`src/common/irq_xfer_pkg.sv`:
```
package irq_xfer_pkg;

    // ****************************************
    // Register map
    // ****************************************
    localparam logic [7:0]  CTRL_OFS     = 8'h00;
    localparam logic [7:0]  STAT_OFS     = 8'h04;
    localparam logic [7:0]  DONE_CNT_OFS = 8'h08;
    localparam int          CTRL_MAP_BIT = 0;
    localparam int          CTRL_EN_BIT  = 1;
    localparam logic [1:0]  CTRL_RST     = 2'h0;
    localparam int          STAT_BUSY    = 0;
    localparam int          STAT_ZERO    = 1;
    localparam int          STAT_VECT    = 2;

    // ****************************************
    // Descriptor window, upper address bits
    // ****************************************
    localparam logic [11:0] LOW_WIN_HI   = 12'h0fe;
    localparam logic [11:0] HIGH_WIN_HI  = 12'hffe;

    // ****************************************
    // Mode byte fields and channel types
    // ****************************************
    localparam int          MODE_TYPE_LSB = 0;
    localparam int          MODE_DIR_BIT  = 2;
    localparam int          MODE_WORD_BIT = 3;
    localparam int          MODE_TSTEP_BIT = 4;
    localparam int          MODE_ADD_BIT  = 5;
    localparam int          MODE_RING_BIT = 6;
    localparam int          MODE_EVS_BIT  = 7;
    localparam logic [1:0]  TYPE_A        = 2'h0;
    localparam logic [1:0]  TYPE_B        = 2'h1;
    localparam logic [1:0]  TYPE_C        = 2'h2;

    // ****************************************
    // Descriptor layout, bytes below the pointer
    // ****************************************
    localparam logic [3:0]  LEN_A    = 4'h2;
    localparam logic [3:0]  LEN_B    = 4'h6;
    localparam logic [3:0]  LEN_C    = 4'ha;
    localparam logic [3:0]  LEN_CR   = 4'hc;
    localparam int          D_CNT_HI = 0;
    localparam int          D_CNT_LO = 1;
    localparam int          D_PERIPHERAL_REG_POINTER_A = 1;
    localparam int          D_PERIPHERAL_REG_POINTER   = 2;
    localparam int          D_PTR    = 3;
    localparam int          D_PATTERN_REG_POINTER  = 6;
    localparam int          D_MPD    = 7;
    localparam int          D_RL     = 10;
    localparam int          D_RC     = 11;
    localparam logic [3:0]  TAG_DLO  = 4'hc;
    localparam logic [3:0]  TAG_DHI  = 4'hd;
    localparam logic [3:0]  TAG_PAT  = 4'he;

    typedef enum logic [3:0] {
        ST_IDLE, ST_RD, ST_WAIT, ST_PLAN, ST_XFER, ST_SRD, ST_CWR,
        ST_PWR, ST_MWR, ST_UPD, ST_WB, ST_DONE
    } state_e;

endpackage

```
`src/design/irq_xfer_channels.sv`:
```
`timescale 1ns/1ps
`default_nettype none
module irq_xfer_channels
    import irq_xfer_pkg::*;
(
    input  wire logic        clock_i,
    input  wire logic        rst_n_i,
    input  wire logic [7:0]  reg_addr_i,
    input  wire logic [31:0] reg_wdata_i,
    input  wire logic        reg_we_i,
    input  wire logic        reg_re_i,
    output var  logic [31:0] reg_rdata_o,
    input  wire logic        req_valid_i,
    input  wire logic [7:0]  req_chan_ptr_i,
    input  wire logic [7:0]  req_mode_i,
    output var  logic        req_ack_o,
    output var  logic [19:0] mem_addr_o,
    output var  logic        mem_re_o,
    output var  logic        mem_we_o,
    output var  logic [7:0]  mem_wdata_o,
    input  wire logic [7:0]  mem_rdata_i,
    output var  logic [7:0]  sfr_addr_o,
    output var  logic        sfr_re_o,
    output var  logic        sfr_we_o,
    output var  logic        sfr_wide_o,
    output var  logic [15:0] sfr_wdata_o,
    input  wire logic [15:0] sfr_rdata_i,
    output var  logic        busy_o,
    output var  logic        done_o,
    output var  logic        end_irq_o,
    output var  logic        vect_irq_o
);

    // ****************************************
    // State
    // ****************************************
    state_e      state;
    state_e      ret_st;
    logic [7:0]  chan_ptr;
    logic [7:0]  mode;
    logic [3:0]  idx;
    logic [3:0]  last;
    logic [3:0]  iss_tag;
    logic [3:0]  mrd_tag;
    logic        mrd_q;
    logic        srd_q;
    logic [7:0]  rbuf [16];
    logic [15:0] sbuf;
    logic [1:0]  ctrl;
    logic        zero_flag;
    logic        vect_flag;
    logic [15:0] done_cnt;

    function automatic logic [3:0] desc_len_f(input logic [7:0] m);
        case (m[MODE_TYPE_LSB +: 2])
            TYPE_A:  desc_len_f = LEN_A;
            TYPE_B:  desc_len_f = LEN_B;
            default: desc_len_f = m[MODE_RING_BIT] ? LEN_CR : LEN_C;
        endcase
    endfunction

    // ****************************************
    // Decode
    // ****************************************
    wire         is_a     = mode[MODE_TYPE_LSB +: 2] == TYPE_A;
    wire         is_b     = mode[MODE_TYPE_LSB +: 2] == TYPE_B;
    wire         is_c     = !is_a && !is_b;
    wire         dir      = mode[MODE_DIR_BIT];
    wire         word     = mode[MODE_WORD_BIT];
    wire         tstep    = mode[MODE_TSTEP_BIT];
    wire         add_en   = mode[MODE_ADD_BIT];
    wire         ring     = mode[MODE_RING_BIT];
    wire         evs      = mode[MODE_EVS_BIT];
    wire [3:0]   len_now  = desc_len_f(mode);
    wire [11:0]  win_hi   = ctrl[CTRL_MAP_BIT] ? HIGH_WIN_HI : LOW_WIN_HI;

    // ****************************************
    // Descriptor fields
    // ****************************************
    wire [15:0]  cnt16    = is_a ? {8'h00, rbuf[D_CNT_HI]} : {rbuf[D_CNT_HI], rbuf[D_CNT_LO]};
    wire [7:0]   peripheral_reg_pointer     = is_a ? rbuf[D_PERIPHERAL_REG_POINTER_A] : rbuf[D_PERIPHERAL_REG_POINTER];
    wire [7:0]   pattern_reg_pointer    = rbuf[D_PATTERN_REG_POINTER];
    // Bits 20 to 23 are left to software and ignored here
    wire [19:0]  ptr_b    = {rbuf[D_PTR][3:0], rbuf[D_PTR+1], rbuf[D_PTR+2]};
    wire [19:0]  pattern_buffer_pointer      = {rbuf[D_MPD][3:0], rbuf[D_MPD+1], rbuf[D_MPD+2]};
    wire [7:0]   a_off    = word ? {rbuf[D_CNT_HI][6:0], 1'b0} : rbuf[D_CNT_HI];
    wire [7:0]   abuf     = chan_ptr - a_off - 8'h01;
    wire [19:0]  dbase    = is_a ? {win_hi, abuf} : ptr_b;

    // ****************************************
    // Memory address and data for the current tag
    // ****************************************
    // Tags below 12 are descriptor bytes counted down from the count byte
    wire         tag_desc = idx < TAG_DLO;
    wire [7:0]   desc_lo  = chan_ptr - {4'h0, idx};
    wire [19:0]  iss_addr = tag_desc ? {win_hi, desc_lo}
                          : (idx == TAG_PAT) ? pattern_buffer_pointer
                          : dbase + {19'h0, idx[0]};
    wire [7:0]   iss_wdat = tag_desc ? rbuf[idx] : (idx[0] ? sbuf[15:8] : sbuf[7:0]);

    // ****************************************
    // Transfer data
    // ****************************************
    wire [15:0]  tval     = word ? {rbuf[TAG_DHI], rbuf[TAG_DLO]} : {8'h00, rbuf[TAG_DLO]};
    wire [15:0]  sum      = sbuf + tval;
    wire [15:0]  cwr_data = add_en ? sum : tval;

    // ****************************************
    // Descriptor update
    // ****************************************
    wire [15:0]  cnt_n    = cnt16 - 16'h0001;
    wire [19:0]  tsz      = word ? 20'h00002 : 20'h00001;
    wire [19:0]  ptr_b_n  = ptr_b + tsz;
    wire [7:0]   rc_n     = rbuf[D_RC] - 8'h01;
    wire         wrap     = is_c && ring && (rc_n == 8'h00);
    wire [19:0]  rl_m1    = {12'h000, rbuf[D_RL] - 8'h01};
    wire [19:0]  toff     = word ? {rl_m1[18:0], 1'b0} : rl_m1;
    // A wrap undoes the steps made since the first pattern
    wire [19:0]  mpd_n    = wrap ? (dir ? pattern_buffer_pointer - rl_m1 : pattern_buffer_pointer + rl_m1)
                          : (dir ? pattern_buffer_pointer + 20'h00001 : pattern_buffer_pointer - 20'h00001);
    wire [19:0]  mpt_n    = !tstep ? ptr_b
                          : wrap ? (dir ? ptr_b - toff : ptr_b + toff)
                          : (dir ? ptr_b + tsz : ptr_b - tsz);
    wire [19:0]  ptr_n    = is_b ? ptr_b_n : mpt_n;

    // ****************************************
    // Register bus decode
    // ****************************************
    wire         ctrl_hit = reg_addr_i == CTRL_OFS;
    wire         stat_hit = reg_addr_i == STAT_OFS;
    wire         cnt_hit  = reg_addr_i == DONE_CNT_OFS;
    wire [31:0]  stat_val = {29'h0, vect_flag, zero_flag, busy_o};
    wire [31:0]  rd_mux   = ctrl_hit ? {30'h0, ctrl}
                          : stat_hit ? stat_val
                          : cnt_hit ? {16'h0, done_cnt}
                          : 32'h0;
    wire         set_zero = (state == ST_DONE) && (cnt16 == 16'h0000);
    wire         set_vect = (state == ST_PLAN) && (cnt16 == 16'h0000);
    wire         clr_zero = reg_we_i && stat_hit && reg_wdata_i[STAT_ZERO];
    wire         clr_vect = reg_we_i && stat_hit && reg_wdata_i[STAT_VECT];

    always_ff @(posedge clock_i or negedge rst_n_i) begin
        if (!rst_n_i) begin
            ctrl        <= CTRL_RST;
            reg_rdata_o <= 32'h0;
            zero_flag   <= 1'b0;
            vect_flag   <= 1'b0;
        end else begin
            if (reg_we_i && ctrl_hit) begin
                ctrl <= reg_wdata_i[1:0];
            end
            reg_rdata_o <= reg_re_i ? rd_mux : 32'h0;
            // Set wins over a clear in the same cycle
            zero_flag   <= set_zero || (zero_flag && !clr_zero);
            vect_flag   <= set_vect || (vect_flag && !clr_vect);
        end
    end

    // ****************************************
    // Read return capture and descriptor store
    // ****************************************
    always_ff @(posedge clock_i or negedge rst_n_i) begin
        if (!rst_n_i) begin
            mrd_q   <= 1'b0;
            mrd_tag <= 4'h0;
            srd_q   <= 1'b0;
            sbuf    <= 16'h0000;
        end else begin
            mrd_q   <= mem_re_o;
            mrd_tag <= iss_tag;
            srd_q   <= sfr_re_o;
            if (srd_q) begin
                sbuf <= sfr_rdata_i;
            end
        end
    end

    always_ff @(posedge clock_i or negedge rst_n_i) begin
        if (!rst_n_i) begin
            for (int i = 0; i < 16; i++) begin
                rbuf[i] <= 8'h00;
            end
        end else if (state == ST_UPD) begin
            if (is_a) begin
                rbuf[D_CNT_HI] <= cnt_n[7:0];
            end else begin
                rbuf[D_CNT_HI] <= cnt_n[15:8];
                rbuf[D_CNT_LO] <= cnt_n[7:0];
            end
            if (!is_a) begin
                rbuf[D_PTR]   <= {rbuf[D_PTR][7:4], ptr_n[19:16]};
                rbuf[D_PTR+1] <= ptr_n[15:8];
                rbuf[D_PTR+2] <= ptr_n[7:0];
            end
            if (is_c) begin
                rbuf[D_MPD]   <= {rbuf[D_MPD][7:4], mpd_n[19:16]};
                rbuf[D_MPD+1] <= mpd_n[15:8];
                rbuf[D_MPD+2] <= mpd_n[7:0];
            end
            if (is_c && ring) begin
                rbuf[D_RC] <= wrap ? rbuf[D_RL] : rc_n;
            end
        end else if (mrd_q) begin
            rbuf[mrd_tag] <= mem_rdata_i;
        end
    end

    // ****************************************
    // Sequencer
    // ****************************************
    always_ff @(posedge clock_i or negedge rst_n_i) begin
        if (!rst_n_i) begin
            state       <= ST_IDLE;
            ret_st      <= ST_IDLE;
            chan_ptr    <= 8'h00;
            mode        <= 8'h00;
            idx         <= 4'h0;
            last        <= 4'h0;
            iss_tag     <= 4'h0;
            req_ack_o   <= 1'b0;
            mem_addr_o  <= 20'h00000;
            mem_re_o    <= 1'b0;
            mem_we_o    <= 1'b0;
            mem_wdata_o <= 8'h00;
            sfr_addr_o  <= 8'h00;
            sfr_re_o    <= 1'b0;
            sfr_we_o    <= 1'b0;
            sfr_wide_o  <= 1'b0;
            sfr_wdata_o <= 16'h0000;
            busy_o      <= 1'b0;
            done_o      <= 1'b0;
            end_irq_o   <= 1'b0;
            vect_irq_o  <= 1'b0;
            done_cnt    <= 16'h0000;
        end else begin
            req_ack_o  <= 1'b0;
            mem_re_o   <= 1'b0;
            mem_we_o   <= 1'b0;
            sfr_re_o   <= 1'b0;
            sfr_we_o   <= 1'b0;
            done_o     <= 1'b0;
            end_irq_o  <= 1'b0;
            vect_irq_o <= 1'b0;
            case (state)
                ST_IDLE: begin
                    if (req_valid_i && ctrl[CTRL_EN_BIT]) begin
                        chan_ptr  <= req_chan_ptr_i;
                        mode      <= req_mode_i;
                        idx       <= 4'h0;
                        last      <= desc_len_f(req_mode_i) - 4'h1;
                        ret_st    <= ST_PLAN;
                        req_ack_o <= 1'b1;
                        busy_o    <= 1'b1;
                        state     <= ST_RD;
                    end
                end
                ST_RD: begin
                    mem_re_o   <= 1'b1;
                    mem_addr_o <= iss_addr;
                    iss_tag    <= idx;
                    idx        <= idx + 4'h1;
                    if (idx == last) begin
                        state <= ST_WAIT;
                    end
                end
                ST_WAIT: begin
                    // Leave on the edge that captures the last return
                    if ((mrd_q && !mem_re_o) || (srd_q && !sfr_re_o)) begin
                        state <= ret_st;
                    end
                end
                ST_PLAN: begin
                    if (cnt16 == 16'h0000) begin
                        // Count already spent: hand over as a vectored request
                        vect_irq_o <= 1'b1;
                        busy_o     <= 1'b0;
                        state      <= ST_IDLE;
                    end else if (is_c) begin
                        idx    <= TAG_DLO;
                        last   <= TAG_PAT;
                        ret_st <= ST_XFER;
                        state  <= ST_RD;
                    end else if (dir) begin
                        idx    <= TAG_DLO;
                        last   <= word ? TAG_DHI : TAG_DLO;
                        ret_st <= ST_XFER;
                        state  <= ST_RD;
                    end else begin
                        idx    <= TAG_DLO;
                        last   <= word ? TAG_DHI : TAG_DLO;
                        ret_st <= ST_MWR;
                        state  <= ST_SRD;
                    end
                end
                ST_XFER: begin
                    if (is_c) begin
                        ret_st <= ST_CWR;
                        state  <= add_en ? ST_SRD : ST_CWR;
                    end else begin
                        sfr_we_o    <= 1'b1;
                        sfr_addr_o  <= peripheral_reg_pointer;
                        sfr_wide_o  <= word;
                        sfr_wdata_o <= tval;
                        state       <= ST_UPD;
                    end
                end
                ST_SRD: begin
                    sfr_re_o   <= 1'b1;
                    sfr_addr_o <= peripheral_reg_pointer;
                    sfr_wide_o <= word;
                    state      <= ST_WAIT;
                end
                ST_CWR: begin
                    sfr_we_o    <= 1'b1;
                    sfr_addr_o  <= peripheral_reg_pointer;
                    sfr_wide_o  <= word;
                    sfr_wdata_o <= cwr_data;
                    state       <= ST_PWR;
                end
                ST_PWR: begin
                    sfr_we_o    <= 1'b1;
                    sfr_addr_o  <= pattern_reg_pointer;
                    sfr_wide_o  <= 1'b0;
                    sfr_wdata_o <= {8'h00, rbuf[TAG_PAT]};
                    state       <= ST_UPD;
                end
                ST_MWR: begin
                    mem_we_o    <= 1'b1;
                    mem_addr_o  <= iss_addr;
                    mem_wdata_o <= iss_wdat;
                    idx         <= idx + 4'h1;
                    if (idx == last) begin
                        state <= ST_UPD;
                    end
                end
                ST_UPD: begin
                    idx   <= 4'h0;
                    last  <= len_now - 4'h1;
                    state <= ST_WB;
                end
                ST_WB: begin
                    mem_we_o    <= 1'b1;
                    mem_addr_o  <= iss_addr;
                    mem_wdata_o <= iss_wdat;
                    idx         <= idx + 4'h1;
                    if (idx == last) begin
                        state <= ST_DONE;
                    end
                end
                ST_DONE: begin
                    done_o    <= 1'b1;
                    end_irq_o <= (cnt16 == 16'h0000) && !evs;
                    done_cnt  <= done_cnt + 16'h0001;
                    busy_o    <= 1'b0;
                    state     <= ST_IDLE;
                end
                default: begin
                    busy_o <= 1'b0;
                    state  <= ST_IDLE;
                end
            endcase
        end
    end

endmodule
`default_nettype wire

```
`config.mk`:
```
export PLATFORM = sky130hd
export DESIGN_NAME = irq_xfer_channels
export DESIGN_NICKNAME = d
export VERILOG_FILES = /design/src/common/irq_xfer_pkg.sv /design/src/design/irq_xfer_channels.sv
export SDC_FILE = /design/constraint.sdc
export NUM_CORES = 1
export LEC_CHECK = 0
export BUFFER_PORTS_ARGS = -buffer_cell sky130_fd_sc_hd__buf_2
export CORE_MARGIN = 3
export CORE_UTILIZATION = 50
export CTS_CLUSTER_DIAMETER = 60
export DETAILED_ROUTE_END_ITERATION = 8
export PLACE_DENSITY = 0.77
export SYNTH_ARGS = -nofsm -noshare
export SYNTH_HDL_FRONTEND = slang
export SYNTH_SLANG_ARGS = --single-unit
export TNS_END_PERCENT = 20
```
`constraint.sdc`:
```
create_clock -name clock_i -period 8.4 [get_ports clock_i]
set_clock_uncertainty 0.15 [all_clocks]
set_input_delay 0.42 -clock clock_i [delete_from_list [all_inputs] [get_ports clock_i]]
set_output_delay 0.42 -clock clock_i [all_outputs]
set_load 0.005 [all_outputs]
```
==> key figures, run 1 <==
Die
  • Rows: 70
  • Die W: 201.4 um
  • I/O pin total: approximately 180
  • Initial core utilization: 0.5143
  • Chip Height: 201.4 um
  • Die ar.: slightly above 40,000 um2
  • Core footprint: ~37,000 um2

Synthesis
  • Gate Count Post-Synth: between 2,000 and 2,500
  • Cell variety after synth: about 90
  • Mapped Avg Cell Area: 8.950 um2
  • Sequential element share of the synthesized area: 0.3616
  • XOR/XNOR share of the synthesized area: 0.05536
  • Top-area cell type share of the netlist area: 0.3616
  • Synthesized area: about 19,000 um2
  • Synth Register Bits: about 280
  • Adder-Cell Fraction of Synth Area: 0.06237
  • Largest area contributor in the netlist: dfrtp_1
  • Post-synth EDFFs: 0
  • Async SR Flop Fraction: 1.000
  • Synth Flop Type: dfrtp_1
  • Yosys warnings: 0
  • Synth area leaders: dfrtp_1, ha_1, mux2_2, nand2_1, a21oi_1
  • Largest family of logic cells by synthesized area: compound AO/OA/AOI/OAI gates
  • Post-synthesis mux area share: 0.1000
  • Post-synthesis compound-gate area fraction: 0.1935
  • Simple-gate share of the synthesized area: 0.1817

STA
  • Max-slew violations: 0
  • Setup Viol. Count Final: 0
  • RSZ-0062 raised after global routing: no
  • Final Critical Period: about 5.5 ns
  • Fin Setup TNS: 0 ns
  • Max frequency: 182.9 MHz
  • Setup WS post-layout: 2.933 ns
  • Max-slew headroom: 0.1647
  • Worst-Margin Slew: 1.243 ns
  • Tcrit/Tclk final: 0.6508
  • Final Hold Vio Count: 0

Layout
  • Design Area, Final: 21,540 um2
  • Layout net count: 2,411
  • Commonest non-fill, non-tap cell in the layout: dfrtp_1
  • Fill count: 3,173
  • P&R area growth vs syn: 12.81%
  • Share of cells above drive strength 1: 0.1640
  • Final core utilization: 0.5802
  • Most frequent cells in the layout: dfrtp_1, nand2_1, nor2_1
  • Non-Filler Instances: 2,769
  • Multi-input logic area: approximately 11,000 um2
  • Sequential Area: 6908 um2

Placed design
  • Placed Area: 20,020 um2
  • GP Congestion: 0.9896
  • Port buffer count: 133
  • Dpl hpwl: 44.23 mm
  • DP Worst Slack: 2.989 ns
  • Cells after DPL: 2,666

Detailed routing
  • Residual DRC count: 0
  • Via count: 17,671
  • Via density: 6.382
  • Initial DRC Count: 2,271
  • Total wire length: 63.44 mm
  • Drt wl/cell: 22.91 um
  • Antenna-violating nets left: 0
  • Drt pass-1 iters: 9

Status
  • Status: complete, no violations

Clock network
  • Clk sinks: approximately 280
  • Post-CTS Setup Bufs: 0
  • Reg clk slew, reported paths: 0.06 ns
  • Htree depth: 2
  • Post-CTS Hold Buffers: 35
  • CTS Buf Count: 36
  • Clk Tree Root Cell: clkbuf_16
  • Clock Path Buffers: 3
  • Resize count post-CTS: 0
  • Worst-Skew Late Latency: 0.56 ns
  • CTS tree: done

Setup path
  • WS Path Type: reg2reg
  • Crit end category: flop
  • Worst setup SP type: flop
  • Crit Path Max Fanout: 16
  • Critical path required time: just under 9 ns
  • CP arrival: 5.74 ns

GRT
  • Total track usage: 0.3058
  • First-pass GRT wire length: 98.36 mm
  • Number of global-route vias before repair: around 17,000
  • Initial antenna violation count: 3
  • Largest net degree at the start of global routing: 164
  • Total global routing overflow: 0

Power and ir drop
  • Worst vdd ir: 0.0002710 V
  • P_int: 0.004677 W
  • Clk pwr share: 0.172
  • Leakage: approximately 9.6 nW
  • Sw frac: 0.4714
  • Combinational power share: 0.530
  • PD cells: 410.7 nW/um2
  • Register share of total power: 0.298
  • P_sw: 0.004172 W

Run
  • Max cap viols: 0

Min path
  • Hold crit path type: in2reg
==> layout make-up <==
type / instances / share of cell area
tap: 504 / 0.02927
antenna: 3 / 0.0003485
inverter: 72 / 0.01254
sequential: 276 / 0.3206
timing repair buffer: 184 / 0.05378
multi-input combinational: 1665 / 0.5292
clock inverter: 19 / 0.008305
clock buffer: 46 / 0.04588
==> critical path: stages, from the launching register on <==
cell and delay [ns]:
dfrtp_1 0.45, inv_1 0.10, ha_1 0.28, nor3b_1 0.17
xnor2_1 0.30, o2111ai_2 0.29, or4_4 0.64, a311oi_1 0.58
nor2_1 0.20, ha_1 0.42, and3_1 0.26, nand3_1 0.09
a211o_1 0.27, a21boi_0 0.29, nor2_1 0.12, a211o_1 0.30
o21ai_0 0.22, xnor2_1 0.14, o21ai_1 0.07
==> cell usage after synthesis (all sizes together) (22+ instances only) <==
cell / count
nand3: 62
nor3: 66
a21oi: 159
and2: 23
clkbuf: 95
a22oi: 22
buf: 41
o21ai: 165
dfrtp: 276
o211ai: 23
xor2: 46
ha: 84
nor2b: 23
inv: 71
nand2b: 29
nand2: 210
nor2: 187
mux2: 87
xnor2: 73
mux4: 32
==> flip-flops by register name, indices dropped and copies added (netlist names), 4 cells and up <==
| signal | flops |
|---|---|
| rbuf | 72 |
| mem_addr_o | 20 |
| pattern_buffer_pointer | 20 |
| ptr_b | 20 |
| done_cnt | 16 |
| reg_rdata_o | 16 |
| sbuf | 16 |
| sfr_wdata_o | 16 |
| chan_ptr | 8 |
| mem_wdata_o | 8 |
| mode | 8 |
| pattern_reg_pointer | 8 |
| sfr_addr_o | 8 |
| idx | 4 |
| iss_tag | 4 |
| last | 4 |
| mrd_tag | 4 |
| ret_st | 4 |
| state | 4 |
==> metal layers <==
metal  vias to the layer above  wire (um)  GRT usage
met4                         0       3945     0.1719
met5                         -          0          0
met3                       259       6397    0.07005
met1                      8508      24790     0.4007
li1                       7920          -          -
met2                       984      28310     0.4694
==> power by group through the flow <==
stage                     clock [W]  sequential [W]  combinational [W]
after floorplan                   0         0.00209            0.00370
after global placement            0         0.00258            0.00442
after detailed placement          0         0.00261            0.00454
after CTS                   0.00153         0.00259            0.00460
after global routing        0.00159         0.00268            0.00515
final                       0.00152         0.00264            0.00469
==> path summary, 6_finish.rpt <==
check / startpoint / end / slack (ns) / depth (start not counted)
max reg2reg: rbuf[32]$_DFFE_PN0P_ / pattern_buffer_pointer[19]$_DFFE_PN0P_ / 2.93 / 18
max: rbuf[32]$_DFFE_PN0P_ / pattern_buffer_pointer[19]$_DFFE_PN0P_ / 2.93 / 18
min reg2reg: iss_tag[3]$_DFFE_PN0P_ / mrd_tag[3]$_DFF_PN0_ / 0.23 / 0
min: reg_wdata_i[1] / ctrl[1]$_DFFE_PN0P_ / 0.02 / 3
max in group asynchronous: rst_n_i / rbuf[44]$_DFFE_PN0P_ / 6.28 / 3
min in group asynchronous: rst_n_i / done_cnt[2]$_DFFE_PN0P_ / 0.39 / 2
==> metrics by stage <==
stage / total power (W) / hold slack (ns)
after floorplan: 0.005793 / -0.02559
after global placement: 0.006997 / 0.2123
after detailed placement: 0.007146 / 0.2143
after CTS: 0.008716 / 0.0008604
after global routing: 0.009425 / 0.02293
final: 0.008849 / 0.01728
==> kinds of logic after synthesis <==
| family | Yosys count |
|---|---|
| other | 1 |
| adders and majority gates | 91 |
| muxes | 140 |
| DFF | 276 |
| AOI/OAI and AO/OA | 581 |
| xor gates and xnor gates | 119 |
| buffers and inverters | 208 |
| and+or+nand+nor | 718 |
No activity file was read; power rests on OpenSTA's default activity.
==> run 2: changes to the inputs <==
- ABC_AREA: default -> 1
- PLACE_DENSITY: 0.77 -> 0.8
- clock period: 8.4 -> 4.5 ns (I/O delays scaled with it)
==> run 2 against run 1 <==
  * Non-clock buffer count is 41 higher
  * Largest cell class unchanged
  * First-iteration DRC count up 0.92%
  * Final cell count increased by 27%
  * Combinational power up 110%
  * Highest routed layer is now met5
  * Die area is 4.1% higher
==> key figures, run 2 <==
Die
  • Die ar.: 42,260 um2 (+4.1%)
  • Die W: 205.6 um (+2.1%)
  • I/O pin total: 179 (unchanged)
  • Core footprint: 39,010 um2 (+5.0%)
  • Chip Height: 205.6 um (+2.1%)
  • Rows: 72 (+2.9%)
  • Initial core utilization: 0.5105 (-0.003765)

GRT
  • Largest net degree at the start of global routing: 97 (-41%)
  • Initial antenna violation count: 2 (-1)
  • Total global routing overflow: 0 (unchanged)
  • Total track usage: 0.3443 (+0.03848)
  • First-pass GRT wire length: 113.0 mm (+15%)
  • Number of global-route vias before repair: 20,033 (+16%)

Setup path
  • CP arrival: 4.35 ns (-1.39 ns)
  • Worst R2R Start: rbuf[32]$_DFFE_PN0P_
  • Crit end category: flop
  • WS Path Type: reg2reg
  • Crit Path Max Fanout: 30 (+14)
  • Worst setup SP type: flop
  • Critical path origin: rbuf[32]$_DFFE_PN0P_
  • Critical path required time: 4.74 ns (-3.93 ns)

Min path
  • Hold crit path type: in2reg
  • Hold path start: req_valid_i

Layout
  • Multi-input logic area: 11,230 um2 (-1.5%)
  • Sequential Area: 6907 um2 (about the same)
  • Most frequent cells in the layout: nand2_1, inv_1, o21ai_0
  • Final core utilization: 0.5855 (+0.005359)
  • Non-Filler Instances: 3,529 (+27%)
  • ANT cells: 0 (-3)
  • P&R area growth vs syn: 14.69%
  • Layout net count: 3,159 (+31%)
  • Fill count: 3,595 (+13%)
  • Largest register FFs: 72 (unchanged)
  • Share of cells above drive strength 1: 0.1093 (-0.05475)
  • Biggest register: rbuf
  • Commonest non-fill, non-tap cell in the layout: nand2_1

Clock network
  • CTS tree: done
  • Htree depth: 2 (unchanged)
  • Clk Tree Root Cell: clkbuf_16
  • Worst-Skew Late Latency: 0.57 ns (about the same)
  • Reg clk slew, reported paths: 0.06 ns (about the same)
  • CTS Buf Count: 37 (+2.8%)
  • Clk sinks: 276 (unchanged)
  • Clock Path Buffers: 3 (unchanged)

STA
  • Hold WS: 0.03018 ns (+0.01289 ns)
  • Worst-Margin Slew: 1.013 ns (-0.2301 ns)
  • Final Hold Vio Count: 0 (unchanged)
  • Max frequency: 243.6 MHz (+33%)
  • Final Critical Period: 4.106 ns (-1.361 ns)
  • Tcrit/Tclk final: 0.9124 (+0.2616)
  • RSZ-0062 raised after global routing: yes
  • Max-slew violations: 0 (unchanged)
  • Max-slew headroom: 0.3220 (+0.1573)
  • Setup Viol. Count Final: 0 (unchanged)

Status
  • Status: complete, no violations

Synthesis
  • Gate Count Post-Synth: 2,828 (+33%)
  • Yosys warnings: 0 (unchanged)
  • Synth area leaders: dfrtp_1, nand2_1, o21ai_0, a21oi_1, inv_1
  • Post-synth top cells: nand2_1, inv_1, o21ai_0
  • Post-synth EDFFs: 0 (unchanged)
  • Synth Register Bits: 276 (unchanged)
  • Synthesized area: 19,910 um2 (+4.3%)
  • Async SR Flop Fraction: 1.000 (unchanged)
  • Top-area cell type share of the netlist area: 0.3468 (-0.01481)
  • Mapped Avg Cell Area: 7.042 um2 (-21%)
  • Sequential element share of the synthesized area: 0.3468 (-0.01481)
  • Cell variety after synth: 68 (-26%)
  • Count leader, synth: nand2_1
  • Synth Flop Type: dfrtp_1
  • Largest area contributor in the netlist: dfrtp_1

Run
  • Max cap viols: 0 (unchanged)

Power and ir drop
  • Sw frac: 0.5124 (+0.04096)
  • Clk pwr share: 0.176 (+0.004)
  • Leakage: 11.30 nW (+18%)
  • Worst vdd ir: 0.0004993 V (+84%)
  • Design Power: 0.01742 W (+97%)
  • P_sw: 0.008928 W (+110%)
  • P_int: 0.008496 W (+82%)
  • PD cells: 762.9 nW/um2 (+86%)
  • Register share of total power: 0.263 (-0.035)
  • Combinational power share: 0.561 (+0.031)

Placed design
  • Dpl hpwl: 54.04 mm (+22%)
  • Port buffer count: 133 (unchanged)
  • Cells after DPL: 3,406 (+28%)
  • GP Congestion: 1.061 (+7.2%)

Detailed routing
  • Initial DRC Count: 2,292 (+0.92%)
  • Drt wl/cell: 20.79 um (-9.2%)
  • Antenna-violating nets left: 0 (unchanged)
  • Via count: 20,830 (+18%)
  • Total wire length: 73.38 mm (+16%)
  • Residual DRC count: 0 (unchanged)
  • Via density: 5.903 (-7.5%)
  • Drt pass-1 iters: 6 (-3)
## run 2: power groups by stage
stage	clock [W]	combinational (W)	sequential (W)
detailed placement	0	0.00938	0.00455
finish	0.00306	0.00978	0.00458
global route	0.00320	0.0108	0.00464
global placement	0	0.00922	0.00452
CTS	0.00309	0.00950	0.00452
floorplan	0	0.00699	0.00392
## run 2: final cells by class
type | instances | share of cell area
Timing Repair Buffer | 225 | 0.06667
Sequential cell | 276 | 0.3024
Inverter | 338 | 0.05566
Clock buffer | 45 | 0.04410
Multi-Input combinational cell | 2105 | 0.4917
Clock inverter | 22 | 0.01107
Tap cell | 518 | 0.02838
## run 2: kinds of logic (layout without fill, tap and decap cells)
family                   count (synthesis)  count (layout)  share of synthesized area
adder cells (fa/ha/maj)                 91              91                    0.05981
AND/OR/NAND/NOR                       1192            1192                     0.2550
XOR/XNOR                                91              91                    0.04002
AO/OA/AOI/OAI                          711             711                     0.2018
flip-flops                             276             276                     0.3468
multiplexers                             4               4                   0.002262
other                                    1              16                  0.0001883
buffers and inverters                  462             630                    0.09406
## run 2: repair_timing
action,CTS,global route
hold buffers,56,0
buffers inserted,0,0
hold endpoints to repair,147,0
endpoints found under the setup margin,0,13
gates resized for setup,0,20
## run 2: path summary, 6_finish.rpt
path	end	slack, ns	depth (start not counted)
worst max-delay path	pattern_buffer_pointer[16]$_DFFE_PN0P_	0.39	23
worst min-delay path	busy_o$_DFFE_PN0P_	0.03	6
worst max register to register	pattern_buffer_pointer[16]$_DFFE_PN0P_	0.39	23
worst min register to register	mrd_tag[2]$_DFF_PN0_	0.23	0
max in group asynchronous	ptr_b[15]$_DFFE_PN0P_	2.85	3
min in group asynchronous	reg_rdata_o[15]$_DFF_PN0_	0.09	2
## run 2: routing by layer
layer / up-vias / share of wire / track usage
li1: 9704 / - / -
met1: 9799 / 0.40 / 0.4403
met2: 1068 / 0.45 / 0.5512
met3: 253 / 0.091 / 0.06391
met4: 6 / 0.060 / 0.1897
met5: - / 0.00042 / 0
## run 2: through the flow
step,worst slack [ns],cell area (um2),setup TNS (ns)
floorplan,0.7781,19970,0
global placement,0.3295,20980,0
detailed placement,0.1507,20980,0
CTS,0.1167,22800,0
global route,-0.04870,22840,-0.07901
finish,0.3941,22840,0
## run 2: worst max-delay path, cell delays in order (launching register included)
cell,delay [ns]
dfrtp_1,0.43
inv_1,0.10
ha_1,0.23
nand2_1,0.09
xor2_1,0.14
inv_1,0.08
nand4_1,0.11
nor2_1,0.15
nand2_1,0.09
buf_6,0.21
o21ai_0,0.26
inv_1,0.08
ha_1,0.34
inv_1,0.08
o21ai_0,0.30
nand3_1,0.12
nand2_1,0.13
a21oi_1,0.10
o21ai_1,0.27
nand3_1,0.10
nand2_1,0.08
a21oi_1,0.06
o21ai_0,0.09
o221ai_1,0.15
